## src/verilog/tc_chan_pkg.sv

```systemverilog
package tc_chan_pkg;

  // Register byte offsets
  localparam logic [5:0] OFF_COUNT = 6'h00;
  localparam logic [5:0] OFF_MATCH_A = 6'h04;
  localparam logic [5:0] OFF_MATCH_B = 6'h08;
  localparam logic [5:0] OFF_PERIOD = 6'h0c;
  localparam logic [5:0] OFF_STATUS = 6'h10;
  localparam logic [5:0] OFF_IRQ_EN = 6'h14;
  localparam logic [5:0] OFF_IRQ_DIS = 6'h18;
  localparam logic [5:0] OFF_IRQ_MASK = 6'h1c;
  localparam logic [5:0] OFF_CTRL = 6'h20;
  localparam logic [5:0] OFF_MODE = 6'h24;

  // Command bits of the control port
  localparam int CTRL_CLK_EN = 0;
  localparam int CTRL_CLK_DIS = 1;
  localparam int CTRL_SW_TRIG = 2;

  // Mode register fields, each effect or edge field two bits wide
  localparam int MODE_WAVE = 15;
  localparam int EXT_EDGE_LSB = 8;
  localparam int LOAD_A_EDGE_LSB = 16;
  localparam int LOAD_B_EDGE_LSB = 18;
  localparam int MATCH_A_EFF_A_LSB = 16;
  localparam int PERIOD_EFF_A_LSB = 18;
  localparam int EXT_EFF_A_LSB = 20;
  localparam int SW_EFF_A_LSB = 22;
  localparam int MATCH_B_EFF_B_LSB = 24;
  localparam int PERIOD_EFF_B_LSB = 26;
  localparam int EXT_EFF_B_LSB = 28;
  localparam int SW_EFF_B_LSB = 30;

  // Status bit positions; the interrupt ports share the low byte
  localparam int FLAG_OVERFLOW = 0;
  localparam int FLAG_OVERRUN = 1;
  localparam int FLAG_MATCH_A = 2;
  localparam int FLAG_MATCH_B = 3;
  localparam int FLAG_PERIOD = 4;
  localparam int FLAG_LOAD_A = 5;
  localparam int FLAG_LOAD_B = 6;
  localparam int FLAG_EXT_TRIG = 7;
  localparam int STAT_CLOCK_ON = 16;
  localparam int STAT_MIRROR_A = 17;
  localparam int STAT_MIRROR_B = 18;
  localparam int NUM_FLAGS = 8;

  // Flags that exist only in one mode
  localparam logic [7:0] CAPTURE_ONLY_FLAGS = 8'h62;
  localparam logic [7:0] WAVE_ONLY_FLAGS = 8'h0c;

  localparam logic [31:0] MODE_RESET = 32'h0000_0000;

  typedef enum logic [1:0] {
    EFF_NONE = 2'h0,
    EFF_SET = 2'h1,
    EFF_CLEAR = 2'h2,
    EFF_TOGGLE = 2'h3
  } effect_e;

  typedef enum logic [1:0] {
    EDGE_NONE = 2'h0,
    EDGE_RISE = 2'h1,
    EDGE_FALL = 2'h2,
    EDGE_BOTH = 2'h3
  } edge_e;

  typedef struct packed {
    logic [5:0] addr;
    logic [31:0] wdata;
    logic wr;
    logic rd;
  } bus_req_s;

  typedef struct packed {
    logic line_a_in;
    logic line_b_in;
    logic ext_event_in;
  } pins_in_s;

endpackage : tc_chan_pkg

```

## src/verilog/timer_channel_regs_status.sv

```systemverilog
// Function
// - Software trigger in wave mode applies its two-bit effect to line A.
// - B match in wave mode applies its two-bit effect to line B.
// - Period match in wave mode applies its two-bit effect to line B.
// - External event in wave mode applies its two-bit effect to line B.
// - Software trigger in wave mode applies its two-bit effect to line B.
// - Live 16-bit count readable in low bits, upper bits zero.
// - A match value: read-only in capture mode, writable in wave mode.
// - B match value: read-only in capture mode, writable in wave mode.
// - Period value readable and writable in both modes.
// - Overflow sets status bit 0, held until a status read clears it.
// - Capture mode: double load without read sets bit 1; zero in wave.
// - Wave mode: A and B compares set bits 2 and 3; zero in capture.
// - Period match sets bit 4 in either mode, cleared by status read.
// - Capture mode: A and B loads set bits 5 and 6; zero in wave.
// - External trigger sets bit 7, held until next status read.
// - Status bit 16 shows whether the counter clock runs.
// - Bits 17 and 18 mirror lines A and B, pin or driven level.
// - Writing ones to the enable port enables those interrupts.
// - Writing ones to the disable port disables those interrupts.
// - Mode bit: 0 capture, 1 wave with line effects.
// - Read-only mask shows which event interrupts are enabled.
//
// The placing of the registers and the plain strobed port were chosen for this implementation.
module timer_channel_regs_status #(
  parameter int CNT_W = 16
) (
  // Clock and reset
  input wire logic clk,
  input wire logic rstn,
  // Register port
  input wire tc_chan_pkg::bus_req_s bus_req,
  output logic [31:0] rdata,
  // Timer lines and external event
  input wire tc_chan_pkg::pins_in_s pins_in,
  output logic line_a_out,
  output logic line_a_oe_n,
  output logic line_b_out,
  output logic line_b_oe_n,
  // Channel interrupt
  output logic irq
);
  import tc_chan_pkg::*;

  if (CNT_W < 2 || CNT_W > 16)
  begin : g_width_check
    $error("CNT_W must lie between 2 and 16");
  end

  typedef struct packed {
    logic [CNT_W-1:0] count;
    logic [CNT_W-1:0] match_a;
    logic [CNT_W-1:0] match_b;
    logic [CNT_W-1:0] period;
    logic [31:0] mode;
    logic [7:0] flags;
    logic [7:0] mask;
    logic clock_on;
    logic a_unread;
    logic b_unread;
    logic [2:0] sync_a;
    logic [2:0] sync_b;
    logic [2:0] sync_e;
    logic lvl_a;
    logic lvl_b;
    logic lvl_e;
    logic line_a_o;
    logic line_b_o;
    logic oe_n;
    logic irq;
    logic [31:0] rdata;
  } state_s;

  state_s st_reg;
  state_s st_next;

  function automatic logic apply_effect(input logic cur, input logic [1:0] eff);
    case (effect_e'(eff))
      EFF_SET: apply_effect = 1'b1;
      EFF_CLEAR: apply_effect = 1'b0;
      EFF_TOGGLE: apply_effect = ~cur;
      default: apply_effect = cur;
    endcase
  endfunction : apply_effect

  function automatic logic edge_hit(input logic [1:0] sel, input logic rise, input logic fall);
    case (edge_e'(sel))
      EDGE_RISE: edge_hit = rise;
      EDGE_FALL: edge_hit = fall;
      EDGE_BOTH: edge_hit = rise | fall;
      default: edge_hit = 1'b0;
    endcase
  endfunction : edge_hit

  // Three-stage sampling; a level counts once the last two agree
  function automatic logic filter_level(input logic [2:0] sync, input logic lvl);
    filter_level = (sync[1] == sync[2]) ? sync[2] : lvl;
  endfunction : filter_level

  logic wave;
  logic wr_ctrl;
  logic sw_trig;
  logic clk_en_cmd;
  logic clk_dis_cmd;
  logic rise_a;
  logic fall_a;
  logic rise_e;
  logic fall_e;
  logic ext_hit;
  logic trigger;
  logic overflow;
  logic cmp_a;
  logic cmp_b;
  logic cmp_c;
  logic load_a;
  logic load_b;
  logic rd_status;
  logic [7:0] set_vec;
  logic [7:0] shown_flags;
  logic [31:0] rd_mux;

  always_comb
  begin
    st_next = st_reg;
    wave = st_reg.mode[MODE_WAVE];

    // Pin sampling
    st_next.sync_a = {st_reg.sync_a[1:0], pins_in.line_a_in};
    st_next.sync_b = {st_reg.sync_b[1:0], pins_in.line_b_in};
    st_next.sync_e = {st_reg.sync_e[1:0], pins_in.ext_event_in};
    st_next.lvl_a = filter_level(st_reg.sync_a, st_reg.lvl_a);
    st_next.lvl_b = filter_level(st_reg.sync_b, st_reg.lvl_b);
    st_next.lvl_e = filter_level(st_reg.sync_e, st_reg.lvl_e);
    rise_a = st_next.lvl_a & ~st_reg.lvl_a;
    fall_a = ~st_next.lvl_a & st_reg.lvl_a;
    rise_e = st_next.lvl_e & ~st_reg.lvl_e;
    fall_e = ~st_next.lvl_e & st_reg.lvl_e;

    // Commands
    wr_ctrl = bus_req.wr && (bus_req.addr == OFF_CTRL);
    clk_en_cmd = wr_ctrl & bus_req.wdata[CTRL_CLK_EN];
    clk_dis_cmd = wr_ctrl & bus_req.wdata[CTRL_CLK_DIS];
    sw_trig = wr_ctrl & bus_req.wdata[CTRL_SW_TRIG];
    ext_hit = edge_hit(st_reg.mode[EXT_EDGE_LSB +: 2], rise_e, fall_e);
    trigger = sw_trig | ext_hit;

    // Disable beats enable and trigger in the same write
    if (clk_dis_cmd)
      st_next.clock_on = 1'b0;
    else if (clk_en_cmd || trigger)
      st_next.clock_on = 1'b1;

    // Counter and compares
    overflow = st_reg.clock_on && !trigger && (st_reg.count == {CNT_W{1'b1}});
    cmp_a = st_reg.clock_on && (st_reg.count == st_reg.match_a);
    cmp_b = st_reg.clock_on && (st_reg.count == st_reg.match_b);
    cmp_c = st_reg.clock_on && (st_reg.count == st_reg.period);
    if (trigger)
      st_next.count = '0;
    else if (st_reg.clock_on)
      st_next.count = st_reg.count + CNT_W'(1);

    // Captures happen on line A edges only in capture mode
    load_a = !wave && edge_hit(st_reg.mode[LOAD_A_EDGE_LSB +: 2], rise_a, fall_a);
    load_b = !wave && edge_hit(st_reg.mode[LOAD_B_EDGE_LSB +: 2], rise_a, fall_a);

    // Register writes
    if (bus_req.wr)
    begin
      case (bus_req.addr)
        OFF_MATCH_A:
          if (wave)
            st_next.match_a = bus_req.wdata[CNT_W-1:0];
        OFF_MATCH_B:
          if (wave)
            st_next.match_b = bus_req.wdata[CNT_W-1:0];
        OFF_PERIOD: st_next.period = bus_req.wdata[CNT_W-1:0];
        OFF_MODE: st_next.mode = bus_req.wdata;
        OFF_IRQ_EN: st_next.mask = st_reg.mask | bus_req.wdata[NUM_FLAGS-1:0];
        OFF_IRQ_DIS: st_next.mask = st_reg.mask & ~bus_req.wdata[NUM_FLAGS-1:0];
        default: ;
      endcase
    end

    // Reading a value marks it seen; a load in the same cycle wins
    if (bus_req.rd && bus_req.addr == OFF_MATCH_A)
      st_next.a_unread = 1'b0;
    if (bus_req.rd && bus_req.addr == OFF_MATCH_B)
      st_next.b_unread = 1'b0;
    if (load_a)
    begin
      st_next.match_a = st_reg.count;
      st_next.a_unread = 1'b1;
    end
    if (load_b)
    begin
      st_next.match_b = st_reg.count;
      st_next.b_unread = 1'b1;
    end

    // Sticky flags
    set_vec = '0;
    set_vec[FLAG_OVERFLOW] = overflow;
    set_vec[FLAG_OVERRUN] = (load_a && st_reg.a_unread) || (load_b && st_reg.b_unread);
    set_vec[FLAG_MATCH_A] = wave && cmp_a;
    set_vec[FLAG_MATCH_B] = wave && cmp_b;
    set_vec[FLAG_PERIOD] = cmp_c;
    set_vec[FLAG_LOAD_A] = load_a;
    set_vec[FLAG_LOAD_B] = load_b;
    set_vec[FLAG_EXT_TRIG] = ext_hit;
    rd_status = bus_req.rd && (bus_req.addr == OFF_STATUS);
    // Set wins over the read-clear so no event is lost
    st_next.flags = (rd_status ? 8'h00 : st_reg.flags) | set_vec;

    // Line effects, later assignments take priority
    st_next.line_a_o = st_reg.line_a_o;
    st_next.line_b_o = st_reg.line_b_o;
    if (wave)
    begin
      if (cmp_a)
        st_next.line_a_o = apply_effect(st_next.line_a_o, st_reg.mode[MATCH_A_EFF_A_LSB +: 2]);
      if (cmp_c)
        st_next.line_a_o = apply_effect(st_next.line_a_o, st_reg.mode[PERIOD_EFF_A_LSB +: 2]);
      if (ext_hit)
        st_next.line_a_o = apply_effect(st_next.line_a_o, st_reg.mode[EXT_EFF_A_LSB +: 2]);
      if (sw_trig)
        st_next.line_a_o = apply_effect(st_next.line_a_o, st_reg.mode[SW_EFF_A_LSB +: 2]);
      if (cmp_b)
        st_next.line_b_o = apply_effect(st_next.line_b_o, st_reg.mode[MATCH_B_EFF_B_LSB +: 2]);
      if (cmp_c)
        st_next.line_b_o = apply_effect(st_next.line_b_o, st_reg.mode[PERIOD_EFF_B_LSB +: 2]);
      if (ext_hit)
        st_next.line_b_o = apply_effect(st_next.line_b_o, st_reg.mode[EXT_EFF_B_LSB +: 2]);
      if (sw_trig)
        st_next.line_b_o = apply_effect(st_next.line_b_o, st_reg.mode[SW_EFF_B_LSB +: 2]);
    end
    st_next.oe_n = ~st_next.mode[MODE_WAVE];

    // Read data; flags of the other mode read as zero
    shown_flags = st_reg.flags & ~(wave ? CAPTURE_ONLY_FLAGS : WAVE_ONLY_FLAGS);
    rd_mux = '0;
    case (bus_req.addr)
      OFF_COUNT: rd_mux = 32'(st_reg.count);
      OFF_MATCH_A: rd_mux = 32'(st_reg.match_a);
      OFF_MATCH_B: rd_mux = 32'(st_reg.match_b);
      OFF_PERIOD: rd_mux = 32'(st_reg.period);
      OFF_STATUS:
      begin
        rd_mux[NUM_FLAGS-1:0] = shown_flags;
        rd_mux[STAT_CLOCK_ON] = st_reg.clock_on;
        rd_mux[STAT_MIRROR_A] = wave ? st_reg.line_a_o : st_reg.lvl_a;
        rd_mux[STAT_MIRROR_B] = wave ? st_reg.line_b_o : st_reg.lvl_b;
      end
      OFF_IRQ_MASK: rd_mux[NUM_FLAGS-1:0] = st_reg.mask;
      OFF_MODE: rd_mux = st_reg.mode;
      default: rd_mux = '0;
    endcase
    st_next.rdata = bus_req.rd ? rd_mux : 32'h0000_0000;

    // Interrupt follows the flag and mask registers exactly
    st_next.irq = |(st_next.flags & st_next.mask);
  end

  always_ff @(posedge clk or negedge rstn)
  begin
    if (!rstn)
    begin
      st_reg <= '0;
      st_reg.mode <= MODE_RESET;
      st_reg.oe_n <= 1'b1;
    end
    else
      st_reg <= st_next;
  end

  assign rdata = st_reg.rdata;
  assign line_a_out = st_reg.line_a_o;
  assign line_b_out = st_reg.line_b_o;
  assign line_a_oe_n = st_reg.oe_n;
  assign line_b_oe_n = st_reg.oe_n;
  assign irq = st_reg.irq;

  a_overflow_flag: assert property (@(posedge clk) disable iff (!rstn)
    overflow |=> st_reg.flags[FLAG_OVERFLOW] && st_reg.count == '0)
    else $error("overflow did not set its flag");

  a_status_clear: assert property (@(posedge clk) disable iff (!rstn)
    (rd_status && set_vec == 8'h00) |=> st_reg.flags == 8'h00 ##1 (st_reg.flags == 8'h00 || $past(set_vec) != 8'h00))
    else $error("status read did not clear flags");

  a_period_flag: assert property (@(posedge clk) disable iff (!rstn)
    cmp_c |=> st_reg.flags[FLAG_PERIOD])
    else $error("period match flag missing");

  a_wave_hides_load: assert property (@(posedge clk) disable iff (!rstn)
    (rd_status && wave) |=> rdata[FLAG_OVERRUN] == 1'b0 && rdata[FLAG_LOAD_A] == 1'b0)
    else $error("capture flags visible in wave mode");

  a_capture_hides_cmp: assert property (@(posedge clk) disable iff (!rstn)
    (rd_status && !wave) |=> rdata[FLAG_MATCH_A] == 1'b0 && rdata[FLAG_MATCH_B] == 1'b0)
    else $error("compare flags visible in capture mode");

  a_enable_mask: assert property (@(posedge clk) disable iff (!rstn)
    (bus_req.wr && bus_req.addr == OFF_IRQ_EN) |=> (st_reg.mask & $past(bus_req.wdata[7:0])) == $past(bus_req.wdata[7:0]))
    else $error("enable port did not set mask");

  a_disable_mask: assert property (@(posedge clk) disable iff (!rstn)
    (bus_req.wr && bus_req.addr == OFF_IRQ_DIS) |=> (st_reg.mask & $past(bus_req.wdata[7:0])) == 8'h00)
    else $error("disable port did not clear mask");

  a_soft_trig_b: assert property (@(posedge clk) disable iff (!rstn)
    (sw_trig && wave && st_reg.mode[SW_EFF_B_LSB +: 2] == EFF_SET) |=> line_b_out)
    else $error("software trigger did not set line B");

  a_capture_readonly: assert property (@(posedge clk) disable iff (!rstn)
    (bus_req.wr && bus_req.addr == OFF_MATCH_A && !wave && !load_a) |=> st_reg.match_a == $past(st_reg.match_a))
    else $error("A match value written in capture mode");

  a_count_read: assert property (@(posedge clk) disable iff (!rstn)
    (bus_req.rd && bus_req.addr == OFF_COUNT) |=> rdata == 32'($past(st_reg.count)))
    else $error("count read wrong");

  a_irq_level: assert property (@(posedge clk) disable iff (!rstn)
    irq == |(st_reg.flags & st_reg.mask))
    else $error("interrupt does not follow flags and mask");

  a_soft_trig_a: assert property (@(posedge clk) disable iff (!rstn)
    (sw_trig && wave && st_reg.mode[SW_EFF_A_LSB +: 2] == EFF_CLEAR) |=> !line_a_out)
    else $error("software trigger did not clear line A");

  a_match_b_line: assert property (@(posedge clk) disable iff (!rstn)
    (cmp_b && wave && !cmp_c && !trigger && st_reg.mode[MATCH_B_EFF_B_LSB +: 2] == EFF_SET) |=> line_b_out)
    else $error("B match did not set line B");

  a_period_line_b: assert property (@(posedge clk) disable iff (!rstn)
    (cmp_c && wave && !trigger && st_reg.mode[PERIOD_EFF_B_LSB +: 2] == EFF_CLEAR) |=> !line_b_out)
    else $error("period match did not clear line B");

  a_ext_line_b: assert property (@(posedge clk) disable iff (!rstn)
    (ext_hit && wave && !sw_trig && st_reg.mode[EXT_EFF_B_LSB +: 2] == EFF_SET) |=> line_b_out)
    else $error("external event did not set line B");

  a_capture_lines_hold: assert property (@(posedge clk) disable iff (!rstn)
    !wave |=> $stable(line_a_out) && $stable(line_b_out))
    else $error("line driven level changed in capture mode");

  a_oe_follows_mode: assert property (@(posedge clk) disable iff (!rstn)
    line_a_oe_n == !wave && line_b_oe_n == !wave)
    else $error("output enable does not follow mode");

  a_match_b_readonly: assert property (@(posedge clk) disable iff (!rstn)
    (bus_req.wr && bus_req.addr == OFF_MATCH_B && !wave && !load_b) |=> st_reg.match_b == $past(st_reg.match_b))
    else $error("B match value written in capture mode");

  a_match_a_write: assert property (@(posedge clk) disable iff (!rstn)
    (bus_req.wr && bus_req.addr == OFF_MATCH_A && wave) |=> st_reg.match_a == $past(bus_req.wdata[CNT_W-1:0]))
    else $error("A match value not written in wave mode");

  a_period_write: assert property (@(posedge clk) disable iff (!rstn)
    (bus_req.wr && bus_req.addr == OFF_PERIOD) |=> st_reg.period == $past(bus_req.wdata[CNT_W-1:0]))
    else $error("period value not written");

  a_overrun_flag: assert property (@(posedge clk) disable iff (!rstn)
    (load_a && st_reg.a_unread) |=> st_reg.flags[FLAG_OVERRUN])
    else $error("double load did not set overrun flag");

  a_load_a_flag: assert property (@(posedge clk) disable iff (!rstn)
    load_a |=> st_reg.flags[FLAG_LOAD_A] && st_reg.match_a == $past(st_reg.count))
    else $error("A load did not capture count or set flag");

  a_load_b_flag: assert property (@(posedge clk) disable iff (!rstn)
    load_b |=> st_reg.flags[FLAG_LOAD_B] && st_reg.match_b == $past(st_reg.count))
    else $error("B load did not capture count or set flag");

  a_ext_flag: assert property (@(posedge clk) disable iff (!rstn)
    ext_hit |=> st_reg.flags[FLAG_EXT_TRIG])
    else $error("external trigger flag missing");

  a_match_a_flag: assert property (@(posedge clk) disable iff (!rstn)
    (cmp_a && wave) |=> st_reg.flags[FLAG_MATCH_A])
    else $error("A match flag missing in wave mode");

  a_status_clock: assert property (@(posedge clk) disable iff (!rstn)
    rd_status |=> rdata[STAT_CLOCK_ON] == $past(st_reg.clock_on))
    else $error("clock status bit wrong");

  a_mirror_b_wave: assert property (@(posedge clk) disable iff (!rstn)
    (rd_status && wave) |=> rdata[STAT_MIRROR_B] == $past(line_b_out))
    else $error("line B mirror differs from driven level");

  a_mask_read: assert property (@(posedge clk) disable iff (!rstn)
    (bus_req.rd && bus_req.addr == OFF_IRQ_MASK) |=> rdata == 32'($past(st_reg.mask)))
    else $error("interrupt mask read wrong");

endmodule : timer_channel_regs_status

```

## config.mk

```make
export PLATFORM = sky130hd
export DESIGN_NAME = timer_channel_regs_status
export DESIGN_NICKNAME = d
export VERILOG_FILES = /design/src/verilog/tc_chan_pkg.sv /design/src/verilog/timer_channel_regs_status.sv
export SDC_FILE = /design/constraint.sdc
export NUM_CORES = 1
export LEC_CHECK = 0
export BUFFER_PORTS_ARGS = -buffer_cell sky130_fd_sc_hd__clkbuf_2
export CAP_MARGIN = 20
export CORE_MARGIN = 10
export CORE_UTILIZATION = 55
export DETAILED_ROUTE_END_ITERATION = 7
export GPL_TIMING_DRIVEN = 0
export PLACE_DENSITY = 0.75
export SLEW_MARGIN = 20
export SYNTH_ARGS = -nofsm -noshare
export SYNTH_HDL_FRONTEND = slang
export SYNTH_SLANG_ARGS = --single-unit
```

## constraint.sdc

```tcl
create_clock -name clk -period 3.4 [get_ports clk]
set_input_delay 0.34 -clock clk [delete_from_list [all_inputs] [get_ports clk]]
set_output_delay 0.34 -clock clk [all_outputs]
set_load 0.01 [all_outputs]
```

Word level (Yosys, flattened, before mapping)
Index checks and enable logic that the tools add are counted.
{"block": "totals", "ff_bits": 163, "elab_cells": 185, "inputBits": 45, "out_inout_bits": 37}
{"block": "op_classes", "bitwise_logic": 30, "n_mux": 54, "n_reduce_logical": 35, "addsub": 1, "n_eq_ne": 43}
{"operator": "$mux W16", "n": 8}
{"operator": "$mux W80", "n": 1}
{"operator": "$mux W32", "n": 2}
{"operator": "$pmux W8 S7", "n": 1}
{"operator": "$eq A16 B16 Y1", "n": 3}
{"operator": "$pmux W8 S5", "n": 1}
{"operator": "$eq A2 B2 Y1 const B", "n": 18}
{"operator": "$pmux W1 S3", "n": 11}
{"operator": "$and A8 B8 Y8", "n": 3}
{"operator": "$eq A6 B5 Y1 const B", "n": 4}
{"operator": "$mux W1", "n": 24}
{"operator": "$reduce_bool A2 Y1", "n": 10}
{"operator": "$eq A2 B1 Y1 const B", "n": 9}
{"operator": "$add A16 B1 Y16 const B", "n": 1}
{"operator": "$eq A16 B16 Y1 const B", "n": 1}
{"operator": "$mux W8", "n": 2}
{"operator": "$or A8 B8 Y8", "n": 2}
{"operator": "$pmux W8 S2", "n": 1}
{"operator": "$logic_and A1 B1 Y1", "n": 15}
{"operator": "$mux W13", "n": 1}
{"operator": "$not A1 Y1", "n": 13}
{"operator": "$eq A6 B4 Y1 const B", "n": 2}
{"operator": "$eq A6 B6 Y1 const B", "n": 2}
{"operator": "$not A7 Y8", "n": 1}
{"operator": "13 further kinds", "n": 27}

Depth between registers and ports, before layout
{"block": "depth", "depth_word": 15, "depth_mapped": 14}

Worst setup path after synthesis
No wires, ideal clock.
{"block": "synth_path", "path_kind": "flip-flop to flip-flop", "start": "register st_reg[38] (netlist bit)", "end": "register st_reg[137] (netlist bit)", "t_arrival_ns": 2.097, "setup_slack_ns": 1.166, "setup_ns": 0.137, "required_time_ns": 3.263, "path_stages_with_launch": 12, "path_cell_list": "dfrtp_1 -> inv_1 -> nand2_1 -> o21a_1 -> ha_1 -> mux2i_1 -> nand2_1 -> a21oi_1 -> or2_1 -> clkbuf_1 -> clkbuf_1 -> a21oi_1"}
{"item": "from (decl)", "line_no": "timer_channel_regs_status.sv:74", "rtl": "state_s st_reg;"}
{"item": "from (signal assigned)", "line_no": "timer_channel_regs_status.sv:273", "rtl": "st_reg <= st_next;"}

==> impl_metrics.toml <==
[run_status]
outcome = "complete, no violations"

[timing]
hold_viol = 0
fin_worst_skew_ps = 11.1
fin_crit_ps = 3240
slew_violations = 0
setup_viol = 0
worst_pin_slew_ps = 1160
worst_slack_ps = 159
holdWs_ps = 16.3
rsz0062_at_grt = "false"
relSlewSlack_pct = 22.9
period_share_pct = 95.3
max_freq_mhz = 309

[clock_network]
tritoncts = "done"
numCtsBuffers = 17
clk_latency_ps = 430
cts-root-buf = "clkbuf_16"
cts_sinks = 163
clk_pin_slew_worst_paths_ps = 70
cts_buffer_depth = 2
post_cts_buffers = 0
h-tree-depth = 4

[layout]
final_cell_mix = "dfrtp_1, nor2_1, clkbuf_2"
diodes = 0
fin_util_pct = 65.2
drive_above_1_share_pct = 21.1
fin_area_mm2 = 0.00955
final_common_cell = "dfrtp_1"
area_delta_synth_final_pct = 15.5
nets = 969
largest_reg_flops = 121

[synthesis]
yosys_warnings = 0
yosysSeqAreaShare_pct = 49.3
ys.flop_type = "dfrtp_1"
synth_cell_types = 55
syn_nets = 868
synthArstFlopShare_pct = 100
avgSynthCellArea_um2 = 10.1
syn_inst = 818
synth-seq-cells = 163
synthesis.area_mm2 = 0.00827
synth-edff-count = 0

[worst_setup_path]
crit_fanout = 10
timing.rr.end = "st_reg[139]"
cp.arrival_ps = 3520
worst_path_max_delay_cell = "a21oi_1"
end_kind = "flop"
r2r_cells = 11
crit_chain = "inv_1 > nand2_1 > o21a_1 > ha_1 > mux2i_1 > nand2_1 > a21oi_1 > or2_1 > clkbuf_1 > clkbuf_1 > a21oi_1"
critical_path_class = "reg -> reg"
cp.required_ps = 3680
max_stage_delay_ps = 880
rrSetupSlack_ps = 160
worst_setup_path_start_kind = "flop"
r2r-start = "st_reg[38]"

[power_and_ir_drop]
internal_power_uw = 4270
seq_power_share_pct = 41.5
swShare_pct = 34.8
total_power_uw = 6560
clock_power_share_pct = 29.8
power.switching_uw = 2290
vdd_drop_max_v = 0.000412
p_leak_uw = 0.00456
powerDensity_mw_per_mm2 = 687
p_comb_share_pct = 28.7

[routing]
wl_per_cell_um = 20.8
num_vias = 6621
ant_nets = 0
drc = 0
routed_wl_mm = 23.3
viasPerCell = 5.93
drt_iter0_drc = 771
dr.pass1.iters = 6

[place]
hpwl_mm = 17.3
port_buffers = 80
pre_cts_slack_ps = 249
place.gp.congestion = 1.02
dpl_cell_area_mm2 = 0.00893

[floorplan]
initial_core_util_pct = 56.5
core-area_mm2 = 0.0146
die_area_mm2 = 0.0203
io_pins = 82
die_y_um = 143
rows = 44
die_w_um = 143

[worst_hold_path]
min_path_cells = 1
hold_class = "in -> reg"
whs_endpoint = "st_next[46]"
worstHoldStart = "pins_in[2]"

[grt]
grt_overflow_total = 0
grt_pass1_wl_mm = 36.0
grt_max_degree = 92
globalRouteTotalUtil_pct = 23.1
grt_pass1_vias = 6429
antenna_found_initial = 0

[job]
maxCapViolations = 0
==> cell usage after synthesis (5+ instances only) <==
cell        n  area (µm²)
o21ai_0    23         115
a22oi_1    16         120
dfrtp_1   162        4050
nand2_1    73         274
and3_1     20         125
nor3_1      9        45.0
clkbuf_1   25        93.8
buf_4      35         263
ha_1        5        62.6
o21a_1      6        45.0
a31oi_1     7        43.8
mux2_2      8        90.1
o21ai_1     5        25.0
nor2_1    109         409
a221oi_1   13         114
xor2_1     44         385
a21oi_1    41         205
inv_1      11        41.3
mux2i_1    11         110
nor4_2      7        87.6
mux2_1     47         529
a22o_1      6        52.6
nand4_1    12        75.1
a222oi_1    5        50.1
nand3_1    11        55.1
o22ai_1    16         100
xnor2_1    19         166
buf_2      21         105
==> layer usage <==
layer	track usage, %	vias up	wire length, µm
li1	-	3027	-
met1	30.1	3219	9580
met2	35.9	326	10800
met3	6.84	49	2270
met4	8.03	0	625
met5	0	-	0
==> critical path, delay by kind of cell (launching register included) <==
family	cells	cell delay, ps
and+or+nand+nor	3	330
DFF	1	420
muxes	1	160
buffers and inverters	3	730
AOI/OAI and AO/OA	3	1140
adders and majority gates	1	290
==> power by group through the flow <==
| stage | clock (µW) | sequential, µW | combinational (µW) |
|---|---|---|---|
| 2_1_floorplan | 0 | 2640 | 1330 |
| 3_3_place_gp | 0 | 2720 | 1790 |
| 3_5_place_dp | 0 | 2740 | 1850 |
| 4_1_cts | 1970 | 2710 | 1860 |
| 5_1_grt | 2080 | 2760 | 2050 |
| 6_report | 1960 | 2720 | 1880 |
==> worst max-delay path by stage <==
stage / depth (start not counted) / end / from
2_1_floorplan: 11 / st_reg[137] / st_reg[38]
5_1_grt: 11 / st_reg[143] / st_reg[38]
6_report: 11 / st_reg[139] / st_reg[38]
3_5_place_dp: 11 / st_reg[143] / st_reg[38]
4_1_cts: 11 / st_reg[143] / st_reg[38]
3_3_place_gp: 1 / st_next[40] / rstn
==> per-stage QoR <==
step	instances	setup TNS, ps
2_1_floorplan	818	0
3_3_place_gp	1082	-139580
3_5_place_dp	1083	0
4_1_cts	1116	0
5_1_grt	1116	0
6_report	1116	0
==> final cells by class <==
cell class / instances / area (µm²)
clock buffer: 19 / 443
multi-input combinational: 556 / 3630
tap: 184 / 230
timing repair buffer: 82 / 447
fill: 1192 / 5100
buffer: 88 / 518
sequential: 163 / 4080
clock inverter: 13 / 160
inverter: 11 / 41.3
==> what timing repair did <==
item	in CTS	in global routing
resized for setup	0	0
hold buffers	1	0
endpoints found under the hold margin	71	0
setup endpoints to repair	0	0
==> logic make-up (layout without fill, tap and decap cells) <==
| logic type | Yosys count | after routing | share of synthesized area [%] |
|---|---|---|---|
| AND/OR/NAND/NOR | 268 | 268 | 15.3 |
| flip-flops | 163 | 163 | 49.3 |
| AO/OA/AOI/OAI | 153 | 153 | 12.2 |
| buffers and inverters | 99 | 213 | 6.76 |
| multiplexers | 66 | 66 | 8.82 |
| XOR/XNOR | 63 | 63 | 6.67 |
| adder cells (fa/ha/maj) | 6 | 6 | 0.878 |
Note: power is estimated with default switching activity, not from simulation.
